[src/logic/prec_pkg.sv]
// Shared constants and types for the card-response emulator
package prec_pkg;

    // Clock and carrier figures
    localparam logic [63:0] CLK_HZ = 64'd10000000;
    localparam logic [63:0] CARRIER_FREQUENCY_HZ = 64'd13560000;
    localparam logic [63:0] SUBCARRIER_DIV = 64'd16;
    localparam logic [63:0] NCO_SCALE = 64'h0000000100000000;
    // Phase step per clock for carrier_frequency/16; truncation error is far below 1 ppm
    localparam logic [63:0] NCO_INC_FULL =
        (CARRIER_FREQUENCY_HZ * NCO_SCALE) / (SUBCARRIER_DIV * CLK_HZ);
    localparam logic [31:0] NCO_INC = NCO_INC_FULL[31:0];

    // Bit coding: index of the last subcarrier period in a bit (8 per bit) and periods per half bit
    localparam logic [2:0] SUB_LAST_IN_BIT = 3'h7;
    localparam logic [2:0] SUB_HALF_BIT = 3'h4;

    // Quiet time after the last reader pause that closes a command
    localparam int unsigned CLK_PERIOD_NS = 100;
    localparam int unsigned EOS_QUIET_NS = 4000;
    localparam logic [7:0] EOS_QUIET_CYC = 8'((EOS_QUIET_NS + CLK_PERIOD_NS - 1) / CLK_PERIOD_NS);

    // Load-modulation amplitude range in millivolts
    localparam logic [12:0] AMP_MIN_MV = 13'h01F4;
    localparam logic [12:0] AMP_MAX_MV = 13'h1388;

    // Frame trail geometry
    localparam int unsigned TRAIL_DEPTH = 8;
    localparam int unsigned TRAIL_AW = 3;
    localparam int unsigned MAX_BITS = 64;
    localparam int unsigned LEN_W = 7;

    typedef enum logic [1:0] {
        PREC_IDLE = 2'b00,
        PREC_DELAY = 2'b01,
        PREC_SEND = 2'b10
    } prec_state_e;

endpackage : prec_pkg

[src/logic/prec_coder_if.sv]
// Link between the sequencer and the coding generator
`timescale 1ns/1ns
interface prec_coder_if;
    logic start;
    logic [prec_pkg::MAX_BITS-1:0] bits;
    logic [prec_pkg::LEN_W-1:0] bitCount;
    logic busy;
    logic done;
    logic loadOn;

    modport seq (output start, output bits, output bitCount,
                 input busy, input done, input loadOn);
    modport coder (input start, input bits, input bitCount,
                   output busy, output done, output loadOn);
endinterface : prec_coder_if

[src/logic/prec_coder.sv]
// Coding generator: subcarrier NCO and bit-level load coding
`timescale 1ns/1ns
module prec_coder (
    input wire logic clk,
    input wire logic rst,
    prec_coder_if.coder cif
);
    typedef struct packed {
        logic busy;
        logic done;
        logic loadOn;
        logic [31:0] nco;
        logic [2:0] subCnt;
        logic [prec_pkg::LEN_W-1:0] bitIdx;
        logic [prec_pkg::LEN_W-1:0] lastBit;
        logic [prec_pkg::MAX_BITS-1:0] shift;
    } prec_coder_s;

    localparam prec_coder_s CODER_RESET = '0;

    prec_coder_s st;
    prec_coder_s next_st;
    logic [32:0] sum;
    logic wrap;

    // Next state: NCO advances, bits leave LSB first
    always_comb begin
        next_st = st;
        sum = {1'b0, st.nco} + {1'b0, prec_pkg::NCO_INC};
        wrap = sum[32];
        next_st.done = 1'b0;
        next_st.nco = sum[31:0];
        if (cif.start) begin
            // Phase restarts at the answer start, so timing is exact to the clock
            next_st.nco = '0;
            next_st.subCnt = '0;
            next_st.bitIdx = '0;
            next_st.shift = cif.bits;
            next_st.lastBit = cif.bitCount - 7'h01;
            next_st.busy = (cif.bitCount != '0);
            next_st.done = (cif.bitCount == '0);
        end else if (st.busy && wrap) begin
            next_st.subCnt = st.subCnt + 3'h1;
            if (st.subCnt == prec_pkg::SUB_LAST_IN_BIT) begin
                next_st.shift = st.shift >> 1;
                next_st.bitIdx = st.bitIdx + 7'h01;
                if (st.bitIdx == st.lastBit) begin
                    next_st.busy = 1'b0;
                    next_st.done = 1'b1;
                end
            end
        end
        // One level is load present, the other load absent
        next_st.loadOn = next_st.busy && next_st.nco[31] &&
            ((next_st.subCnt < prec_pkg::SUB_HALF_BIT) ? next_st.shift[0]
                                                      : !next_st.shift[0]);
    end

    // State register
    always_ff @(posedge clk) begin
        if (rst) begin
            st <= CODER_RESET;
        end else begin
            st <= next_st;
        end
    end

    assign cif.busy = st.busy;
    assign cif.done = st.done;
    assign cif.loadOn = st.loadOn;
endmodule : prec_coder

[src/logic/prec_response_emulator.sv]
// Top of the card-response emulator: command end detection, delay, frame trail
// Functional notes
// - One output line carries the coded answer, high for load present, low for absent.
// - Output transitions are placed on a fixed clock grid as fine as the clock allows.
// - The subcarrier is the carrier divided by sixteen with under 10 ppm error.
// - Every reader command is detected and a marker pulse flags its end of sequence.
// - The marker comes early enough for the answer to start inside its timing window.
// - After the marker the answer waits for a programmed delay of fine steps.
// - The answer start is accurate to within one clock period (100 ns) from the command.
// - A separate trigger pulse goes to the acquisition equipment.
// - Answer bits and length come from a stored frame trail, one step per answered command.
// - The amplitude setting is held within 0.5 V to 5 V.
// - Timing is derived from a nominal carrier of 13.56 MHz.
`timescale 1ns/1ns
module prec_response_emulator (
    input wire logic clk,
    input wire logic rst,
    input wire logic readerPause,
    input wire logic [15:0] responseDelay,
    input wire logic trailWrite,
    input wire logic [prec_pkg::TRAIL_AW-1:0] trailAddr,
    input wire logic [prec_pkg::MAX_BITS-1:0] trailData,
    input wire logic [prec_pkg::LEN_W-1:0] trailLen,
    input wire logic trailRestart,
    input wire logic [12:0] amplitudeSetting,
    output logic loadModulation,
    output logic commandEndMarker,
    output logic acqTrigger,
    output logic responseActive,
    output logic [prec_pkg::TRAIL_AW-1:0] trailStep,
    output logic [12:0] amplitudeMv
);
    typedef struct packed {
        logic pauseMeta;
        logic pauseSync;
        logic pauseSeen;
        logic [7:0] quietCnt;
        logic marker;
        prec_pkg::prec_state_e state;
        logic [15:0] delayCnt;
        logic start;
        logic acq;
        logic active;
        logic load;
        logic [prec_pkg::TRAIL_AW-1:0] step;
        logic [prec_pkg::MAX_BITS-1:0] bits;
        logic [prec_pkg::LEN_W-1:0] bitCount;
        logic [12:0] amp;
    } prec_top_s;

    localparam prec_top_s TOP_RESET = '{
        state: prec_pkg::PREC_IDLE,
        amp: prec_pkg::AMP_MIN_MV,
        default: '0
    };

    prec_top_s st;
    prec_top_s next_st;

    // Frame trail storage: answer bits and bit count per step
    logic [prec_pkg::MAX_BITS-1:0] trailBits [prec_pkg::TRAIL_DEPTH];
    logic [prec_pkg::LEN_W-1:0] trailBitCount [prec_pkg::TRAIL_DEPTH];

    prec_coder_if cif ();

    prec_coder u_coder (
        .clk(clk),
        .rst(rst),
        .cif(cif)
    );

    assign cif.start = st.start;
    assign cif.bits = st.bits;
    assign cif.bitCount = st.bitCount;

    // Trail is loaded by the bench controller before the test
    always_ff @(posedge clk) begin
        if (trailWrite) begin
            trailBits[trailAddr] <= trailData;
            trailBitCount[trailAddr] <= trailLen;
        end
    end

    // Next state of the whole sequencer
    always_comb begin
        next_st = st;
        next_st.pauseMeta = readerPause;
        next_st.pauseSync = st.pauseMeta;
        next_st.marker = 1'b0;
        next_st.start = 1'b0;
        next_st.acq = 1'b0;
        next_st.load = cif.loadOn;

        // End of sequence: a quiet stretch after the last pause closes the command
        if (st.pauseSync) begin
            next_st.pauseSeen = 1'b1;
            next_st.quietCnt = '0;
        end else if (st.pauseSeen) begin
            if (st.quietCnt == prec_pkg::EOS_QUIET_CYC - 8'h01) begin
                next_st.marker = 1'b1;
                next_st.pauseSeen = 1'b0;
                next_st.quietCnt = '0;
            end else begin
                next_st.quietCnt = st.quietCnt + 8'h01;
            end
        end

        // Commands heard while answering are not answered
        unique case (st.state)
            prec_pkg::PREC_IDLE: begin
                if (st.marker) begin
                    next_st.delayCnt = responseDelay;
                    next_st.state = prec_pkg::PREC_DELAY;
                end
            end
            prec_pkg::PREC_DELAY: begin
                if (st.delayCnt == '0) begin
                    next_st.start = 1'b1;
                    next_st.acq = 1'b1;
                    next_st.active = 1'b1;
                    next_st.bits = trailBits[st.step];
                    next_st.bitCount = trailBitCount[st.step];
                    next_st.state = prec_pkg::PREC_SEND;
                end else begin
                    next_st.delayCnt = st.delayCnt - 16'h0001;
                end
            end
            prec_pkg::PREC_SEND: begin
                if (cif.done) begin
                    next_st.active = 1'b0;
                    next_st.step = st.step + 3'h1;
                    next_st.state = prec_pkg::PREC_IDLE;
                end
            end
            default: begin
                next_st.state = prec_pkg::PREC_IDLE;
            end
        endcase

        // Restart wins over a step advance in the same cycle
        if (trailRestart) begin
            next_st.step = '0;
        end

        // Amplitude clamped to the analogue stage range
        if (amplitudeSetting < prec_pkg::AMP_MIN_MV) begin
            next_st.amp = prec_pkg::AMP_MIN_MV;
        end else if (amplitudeSetting > prec_pkg::AMP_MAX_MV) begin
            next_st.amp = prec_pkg::AMP_MAX_MV;
        end else begin
            next_st.amp = amplitudeSetting;
        end
    end

    // State register
    always_ff @(posedge clk) begin
        if (rst) begin
            st <= TOP_RESET;
        end else begin
            st <= next_st;
        end
    end

    assign loadModulation = st.load;
    assign commandEndMarker = st.marker;
    assign acqTrigger = st.acq;
    assign responseActive = st.active;
    assign trailStep = st.step;
    assign amplitudeMv = st.amp;
endmodule : prec_response_emulator

[config.mk]
export PLATFORM = sky130hd
export DESIGN_NAME = prec_response_emulator
export DESIGN_NICKNAME = d
export VERILOG_FILES = /design/src/logic/prec_pkg.sv /design/src/logic/prec_coder_if.sv /design/src/logic/prec_coder.sv /design/src/logic/prec_response_emulator.sv
export SDC_FILE = /design/constraint.sdc
export NUM_CORES = 1
export LEC_CHECK = 0
export BUFFER_PORTS_ARGS = -buffer_cell sky130_fd_sc_hd__buf_4
export CORE_MARGIN = 2
export CORE_UTILIZATION = 54
export DETAILED_ROUTE_END_ITERATION = 6
export GPL_TIMING_DRIVEN = 0
export PLACE_DENSITY_LB_ADDON = 0.3
export SLEW_MARGIN = 10
export SYNTH_ARGS = -nofsm -noshare
export SYNTH_HDL_FRONTEND = slang
export SYNTH_SLANG_ARGS = --single-unit
[constraint.sdc]
create_clock -name clk -period 8.21 [get_ports clk]
set_input_delay 0.4105 -clock clk [delete_from_list [all_inputs] [get_ports clk]]
set_output_delay 0.4105 -clock clk [all_outputs]
set_load 0.02 [all_outputs]
# After elaboration in Yosys (flattened, before gate mapping)
# Memory sizes are Yosys's and may differ from the RTL's. A register that Yosys moved wholly into a read port is not among the register bits.
# Cells that the tools add are included.
# word_totals
mem_bits_rw	568
elab_cells	102
n_memories	2
regBits	166
in_bits	108
output_inout_bits	20
# op_classes
n_bitwise	2
order_cmp	3
muxes	29
n_reduce_logical	26
n_eq_ne	9
add_sub_neg	7
# mem_list
memory	depth	width	rd	rd_clocked_by_memory_dff	write_ports	line	text
trailBits	8	64	1	1	1	prec_response_emulator.sv:61	logic [prec_pkg::MAX_BITS-1:0] trailBits [prec_pkg::TRAIL_DEPTH];
trailBitCount	8	7	1	1	1	prec_response_emulator.sv:62	logic [prec_pkg::LEN_W-1:0] trailBitCount [prec_pkg::TRAIL_DEPTH];
# op_table
cell	count
2-to-1 mux 64 bit	3
adder 32 x 29 -> 33 bit, second input constant	1
2-to-1 mux 32 bit	1
one-hot mux 16 bit (2 select lines)	1
2-to-1 mux 10 bit	3
2-to-1 mux 18 bit	1
zero test 16 bit	1
2-to-1 mux 16 bit	1
subtractor 16 x 1 -> 16 bit, second input constant	1
greater-than comparator 13 bit, second input constant	1
< comparator 13 x 9 -> 1 bit, second input constant	1
2-to-1 mux 13 bit	1
2-to-1 mux 2 bit	6
OR reduction 2 bit	5
2-to-1 mux 9 bit	1
AND reduction 3 bit	3
adder 8 x 1 -> 8 bit, second input constant	1
equality test 8 x 6 -> 1 bit, second input constant	1
2-to-1 mux 8 bit	1
AND reduction 2 bit	4
nonzero test 2 bit	4
adder 7 x 1 -> 7 bit, second input constant	1
equality test 7 bit	1
zero test 7 bit	1
19 further kinds	31

# Longest topological paths before layout
# Gate-level depths: netlist (run 1).
# logic_depth
ltp_word	7
mapped_depth	11
ltp_nobuf	9

# Cells and area by module
# Synthesis (run 1) repeated with hierarchy kept, for this count alone.
# hier_totals
hier_cells	1993
hier_area_um2	31368.8
# modules_own_cells
mod	seq_area_each_um2	cells_each	instances	area_each_um2
prec_response_emulator	19458.7	1352	1	25931.1
prec_coder	2302.2	641	1	5437.7

# Least setup slack after synthesis (run 1)
# OpenSTA, ideal clock, no wires.
# synth_path
path_type	input port to flip-flop
startpoint	input trailAddr[1] (netlist name)
endpoint	memory trailBitCount[0][0] (netlist name), enable pin
required_ps	7622
n_path_buf	0
t_arrival_ps	5409
setup_time_ps	588
stages	2
path_slack_ps	2213
cell_sequence	nand2b_1 > nor3_1
# synth_rtl
element	line	text
start, declared	prec_response_emulator.sv:21	input wire logic [prec_pkg::TRAIL_AW-1:0] trailAddr,
end, declared	prec_response_emulator.sv:62	
# Straight into the memory's write port.

==> results of run 1 <==
==> layout make-up <==
| cell class | instances | area, µm² |
|---|---|---|
| repair buffers | 188 | 1762 |
| diodes | 2 | 5.005 |
| inverters | 11 | 41.29 |
| plain buffers | 124 | 564.3 |
| clock inverters | 33 | 242.7 |
| well taps | 765 | 957.2 |
| clock buffers | 111 | 2298 |
| multi-input cells | 959 | 8821 |
| fillers | 3969 | 20910 |
| flip-flops and latches | 803 | 21760 |
==> cells in the mapped netlist (21+ instances only) <==
cell,n
buf_4,21
xor2_1,31
o21ai_0,31
a211oi_1,85
buf_1,24
xnor2_1,21
dfxtp_1,235
a21oi_1,22
mux4_2,142
nor2_1,226
clkbuf_1,73
mux2i_1,135
nor3_1,22
edfxtp_1,568
mux2_2,60
nand2_1,44
==> power by group <==
| group | leakage (µW) | switching [µW] | internal, µW |
|---|---|---|---|
| clock | 0.00127 | 1480 | 2050 |
| sequential | 0.00706 | 57.8 | 4460 |
| combinational | 0.00357 | 187 | 150 |
| total | 0.0119 | 1720 | 6660 |
==> per-layer routing <==
metal / global-route usage, % / up-vias / share of wire (%)
met5: 0 / - / 0.021
met4: 7.353 / 2 / 2.4
met3: 3.676 / 98 / 5.7
met2: 38.08 / 543 / 50
met1: 29.56 / 8758 / 42
li1: - / 7859 / -
==> flip-flops by register name (all words and copies together) (netlist names), 3 cells and up <==
register / count
trailBitCount: 56
cif.bitCount: 7
trailStep: 3
cif.bits: 64
st: 28
u_coder.st: 112
amplitudeMv: 13
trailBits: 512
==> logic make-up after synthesis <==
kind of cell	after synthesis	synth area share, %
buf+inv	135	1.945
xor+xnor	52	1.463
flops	803	69.90
mux	340	16.89
simple gates	377	5.426
compound gates	181	4.015
fa+ha+maj	9	0.3617
==> placed cells by master (no fill, tap or decap), types with 9 or more instances in the layout <==
cell type / netlist / final
buf_1: 24 / 24
clkinv_1: 0 / 11
nand2b_1: 11 / 11
nand2_1: 44 / 44
a21oi_1: 22 / 22
dfxtp_1: 235 / 235
clkinv_2: 0 / 14
clkbuf_1: 73 / 88
nand3_1: 10 / 10
nor3_1: 22 / 20
xor2_1: 31 / 31
ha_1: 9 / 9
mux2i_1: 135 / 135
buf_6: 2 / 10
xnor2_1: 21 / 21
nand4_1: 9 / 9
a211oi_1: 85 / 85
o21ai_0: 31 / 31
nor2_1: 226 / 220
mux4_2: 142 / 142
mux2_2: 60 / 60
clkbuf_16: 0 / 84
buf_4: 21 / 157
a22oi_1: 9 / 9
dlygate4sd3_1: 0 / 26
buf_12: 0 / 14
edfxtp_1: 568 / 568
inv_1: 11 / 11
nor2b_1: 12 / 12
==> worst max-delay path by stage <==
stage | from | end | slack, ps | depth (start not counted)
6_report | trailStep[0] | cif.bits[8] | 4310 | 6
5_1_grt | st[91] | cif.bits[23] | 4040 | 10
4_1_cts | trailStep[0] | cif.bits[47] | 4250 | 6
3_5_place_dp | trailStep[0] | cif.bits[47] | 4280 | 6
3_3_place_gp | trailAddr[1] | trailBits[0][32] | -2760 | 3
2_1_floorplan | trailAddr[1] | trailBitCount[0][0] | 2210 | 2
==> per-stage QoR <==
stage | total power, µW | setup TNS, ps | cell area [µm²]
after floorplan | 4770 | 0 | 31130
after CTS | 8449 | 0 | 36450
final | 8385 | 0 | 36450
after detailed placement | 4932 | 0 | 33650
after global routing | 8646 | 0 | 36450
after global placement | 4902 | -374570 | 33040
==> what timing repair did <==
item,4_1_cts,5_1_grt
hold endpoints to repair,109,0
resized for setup,0,0
hold buffers,26,0
==> critical path, cell delays in order, from the launching register on <==
cell	delay, ps
dfxtp_1	360
clkbuf_1	610
clkbuf_1	950
buf_1	800
mux4_2	610
mux2i_1	270
a211oi_1	120
==> run_results.csv, run 1 <==
group,metric,value,unit
outcome,status,"finished, final reports clean",
hold_path,min-delay-start,"trailData[47]",
power_and_ir_drop,powerDensity,230.0,nW/µm²
cells_and_area,synthToLayoutAreaGrowth,17.09,%
critical_path,reg2reg_slack,4310,ps
critical_path,critPathRequiredTime,8680,ps
detailed_routing,routedWlPerCell,22.00,µm
critical_path,critPathKind,"reg2reg",
clock_network,clock-root-buffer,"clkbuf_16",
global_route,grt_pass1_wl,102200,µm
logic_synthesis,synth_edf_count,568,
logic_synthesis,synth_top_cell_area_share,54.79,%
hold_path,min_to,"trailBits[2][47]",
logic_synthesis,yosysTopAreaCell,"edfxtp_1",
logic_synthesis,synth_area_per_cell,16.41,µm²
floorplan,pin_count,128,
logic_synthesis,synth-seq-cells,803,
floorplan,die_h,244.1,µm
global_route,grt_antenna_before_repair,3,
clock_network,cts_tree,"yes",
sta,fin_crit,3898,ps
global_route,grt_pass1_vias,18000,
logic_synthesis,synthArstFlopShare,0,%
floorplan,placementRows,88,
clock_network,cts_htree_levels,3,
sta,setup_viol,0,
clock_network,clock_sinks,803,
placed_design,dp_slack,4279,ps
floorplan,die_x,244.1,µm
detailed_routing,vias,17260,
detailed_routing,drc,0,
global_route,grt_overflow_total,0,
hold_path,hold_depth,1,
cells_and_area,layout.cells.non_filler,2996,
logic_synthesis,syn-cell-area,31130,µm²
critical_path,r2r_start,"trailStep[0]",
sta,finalClockSkew,17.10,ps
sta,hold_viol,0,
cells_and_area,post-route-util,63.54,%
logic_synthesis,syn_inst,1897,
clock_network,cts-buffers-inserted,80,
floorplan,die_area,59590,µm²
floorplan,start_util,54.27,%
critical_path,r2r_end,"cif.bits[8]",
sta,rsz0062_at_grt,"no",
cells_and_area,fin_nets,2284,
critical_path,worstSetupStartpointType,"register",
logic_synthesis,synth_nets,2014,
placed_design,place_congestion,0.8361,
logic_synthesis,ys.flop_type,"edfxtp_1",
clock_network,cts_setup_buffers,0,
sta,tightest_slew,1209,ps
hold_path,hp-class,"in2reg",
logic_synthesis,synth-seq-area-share,69.90,%
global_route,grt_start_max_net_pins,24,
power_and_ir_drop,p_leak,0.01190,µW
clock_network,path_clk_slew,60,ps
job,cap_violations,0,
critical_path,critPathMaxFanout,10,
sta,drv_slew,0,
detailed_routing,drt_iter0_markers,1244,
logic_synthesis,yosys-top-cells-area,"edfxtp_1 55%, dfxtp_1 15%, mux4_2 10%",
placed_design,dp_cells,2824,
clock_network,clk_latency,620,ps
sta,relSlewSlack,19.39,%
detailed_routing,wl,65920,µm
power_and_ir_drop,ir_worst_vdd,0.1528,mV
logic_synthesis,ys_warn_count,0,
detailed_routing,first_pass_iters,5,
sta,setup_slack,4312,ps
clock_network,cts_buffer_depth,3,
logic_synthesis,synth_cell_types,57,
floorplan,fp.coreArea,57370,µm²
placed_design,portBuffers,126,
sta,period_share,47.47,%
critical_path,crit_arrival,4370,ps
cells_and_area,drive_above_1_share,23.64,%
detailed_routing,viasPerCell,5.761,
sta,fmax,0.2566,GHz
critical_path,r2r_cells,6,
critical_path,crit_path_end_kind,"register",
placed_design,hpwlAfterDp,42970,µm
sta,holdWs,28.03,ps
detailed_routing,ant_nets,0,
global_route,grt_usage,22.38,%
No activity file was read; power rests on OpenSTA's default activity.
==> run 2: changes to the inputs <==
- clock period: 8.21 -> 4 ns (I/O delays scaled with it)
==> run 2 against run 1 <==
The run now ends with DRC left. Cell count up 2.3%. Clock-buffer cell count fell by 4. Worst setup slack worse by 4100 ps. Critical path depth did not move. Hold slack better by 170 ps. First-iteration DRC count is 7.9% lower. Sequential power grew 110%. Critical endpoint unchanged. Largest cell class unchanged.
==> run_results.csv, run 2 (synthesized netlist as in run 1, its figures left out) <==
group,metric,value,unit
outcome,status,"finished with violations",
outcome,violations,"DRC",
cells_and_area,design_area,37330,µm²
sta,drv_slew,0,
critical_path,worstSetupStartpointType,"register",
sta,relSlewSlack,30.45,%
detailed_routing,routedWlPerCell,21.85,µm
placed_design,place_area,33760,µm²
clock_network,path_clk_slew,60,ps
floorplan,die_h,244.1,µm
floorplan,die_area,59590,µm²
placed_design,place_congestion,0.8508,
sta,fmax,0.2662,GHz
cells_and_area,diodes,0,
clock_network,clock_sinks,803,
floorplan,placementRows,88,
placed_design,dp_slack,-156.4,ps
detailed_routing,vias,17510,
critical_path,reg2reg_slack,240,ps
critical_path,slowest_stage,"clkbuf_1",
floorplan,fp.coreArea,57370,µm²
global_route,grt_start_max_net_pins,24,
detailed_routing,ant_nets,0,
floorplan,start_util,54.27,%
detailed_routing,first_pass_iters,7,
power_and_ir_drop,powerDensity,462.3,nW/µm²
sta,setup_viol,0,
sta,hold_viol,0,
detailed_routing,drc,4,
job,cap_violations,0,
clock_network,cts_htree_levels,3,
global_route,grt_pass1_wl,104100,µm
clock_network,clk_latency,630,ps
global_route,grt_pass1_vias,18410,
sta,holdWs,201.6,ps
critical_path,critPathMaxStageDelay,790,ps
hold_path,hp-class,"in2reg",
placed_design,hpwlAfterDp,42950,µm
cells_and_area,final_cell_mix,"568 x edfxtp_1, 235 x dfxtp_1, 220 x nor2_1",
critical_path,critPathKind,"reg2reg",
critical_path,crit_arrival,4250,ps
critical_path,cp_cell_sequence,"clkbuf_1, clkbuf_2, buf_1, mux4_2, mux2i_1, a211oi_1",
sta,fin_crit,3756,ps
sta,rsz0062_at_grt,"no",
cells_and_area,drive_above_1_share,22.26,%
power_and_ir_drop,p_leak,0.01221,µW
critical_path,cp_num_buf_inv,3,
cells_and_area,final_common_cell,"edfxtp_1",
global_route,grt_antenna_before_repair,2,
critical_path,critPathMaxFanout,10,
detailed_routing,drt_iter0_markers,1146,
floorplan,pin_count,128,
critical_path,critPathTopFamily,"buffers and inverters",
detailed_routing,viasPerCell,5.713,
global_route,grt_usage,22.77,%
clock_network,cts_buffer_depth,3,
critical_path,critPathRequiredTime,4490,ps
clock_network,cts_tree,"yes",
power_and_ir_drop,ir_worst_vdd,0.2968,mV
cells_and_area,max_flop_register,"trailBits",
floorplan,die_x,244.1,µm
sta,tightest_slew,1043,ps
critical_path,crit_path_end_kind,"register",
global_route,grt_overflow_total,0,
sta,setup_slack,243.5,ps
placed_design,portBuffers,126,
sta,period_share,93.91,%
detailed_routing,wl,66960,µm
sta,finalClockSkew,19.11,ps
clock_network,cts-buffers-inserted,78,
clock_network,clock-root-buffer,"clkbuf_16",
cells_and_area,largest_reg_flops,512,
cells_and_area,fin_nets,2354,
cells_and_area,synthToLayoutAreaGrowth,19.90,%
==> run 2: tightest hold or removal path, delay by kind of cell <==
family	cells	cell delay (ps)
buffers and inverters	1	190
and+or+nand+nor	3	400
==> run 2: layout make-up <==
cell class	instances	area, µm²
repair buffers	261	2658
multi-input cells	959	8833
flip-flops and latches	803	21760
well taps	765	957.2
clock inverters	36	310.3
inverters	11	41.29
clock buffers	107	2206
plain buffers	123	561.8
fillers	3894	20040
==> run 2: worst paths after layout <==
kind / depth (start not counted) / to / start
min: 4 / st[110] / rst
max reg2reg: 6 / cif.bits[8] / trailStep[0]
min reg2reg: 1 / loadModulation / u_coder.cif.loadOn
max: 6 / cif.bits[8] / trailStep[0]
==> run 2: per-stage QoR <==
stage               total power (µW)  instances  util, %  setup TNS [ps]
CTS                            17370       3066    65.08               0
finish                         17260       3065    65.07               0
floorplan                       9788       1897        -               0
global route                   17770       3065    65.07               0
detailed placement             10130       2818    58.86           -1957
global placement               10060       2788    57.61        -1619950
==> run 2: repair_timing <==
| item | CTS | global route |
|---|---|---|
| endpoints found under the setup margin | 32 | 10 |
| setup buffers | 0 | 0 |
| resized for setup | 1 | 0 |
| hold buffers | 105 | 0 |
| hold endpoints to repair | 605 | 0 |
==> run 2: routing by layer <==
layer | GRT usage [%] | routed length [µm]
met4 | 7.174 | 1497
met3 | 3.984 | 3107
met2 | 39.61 | 34120
met1 | 29.24 | 28220
met5 | 0 | 12
==> run 2: power breakdown <==
group          leakage, µW  switching [µW]  internal (µW)  total (µW)
Combinational      0.00393             403            365         768
Clock              0.00123            3020           4190        7210
Sequential         0.00706             119           9160        9280
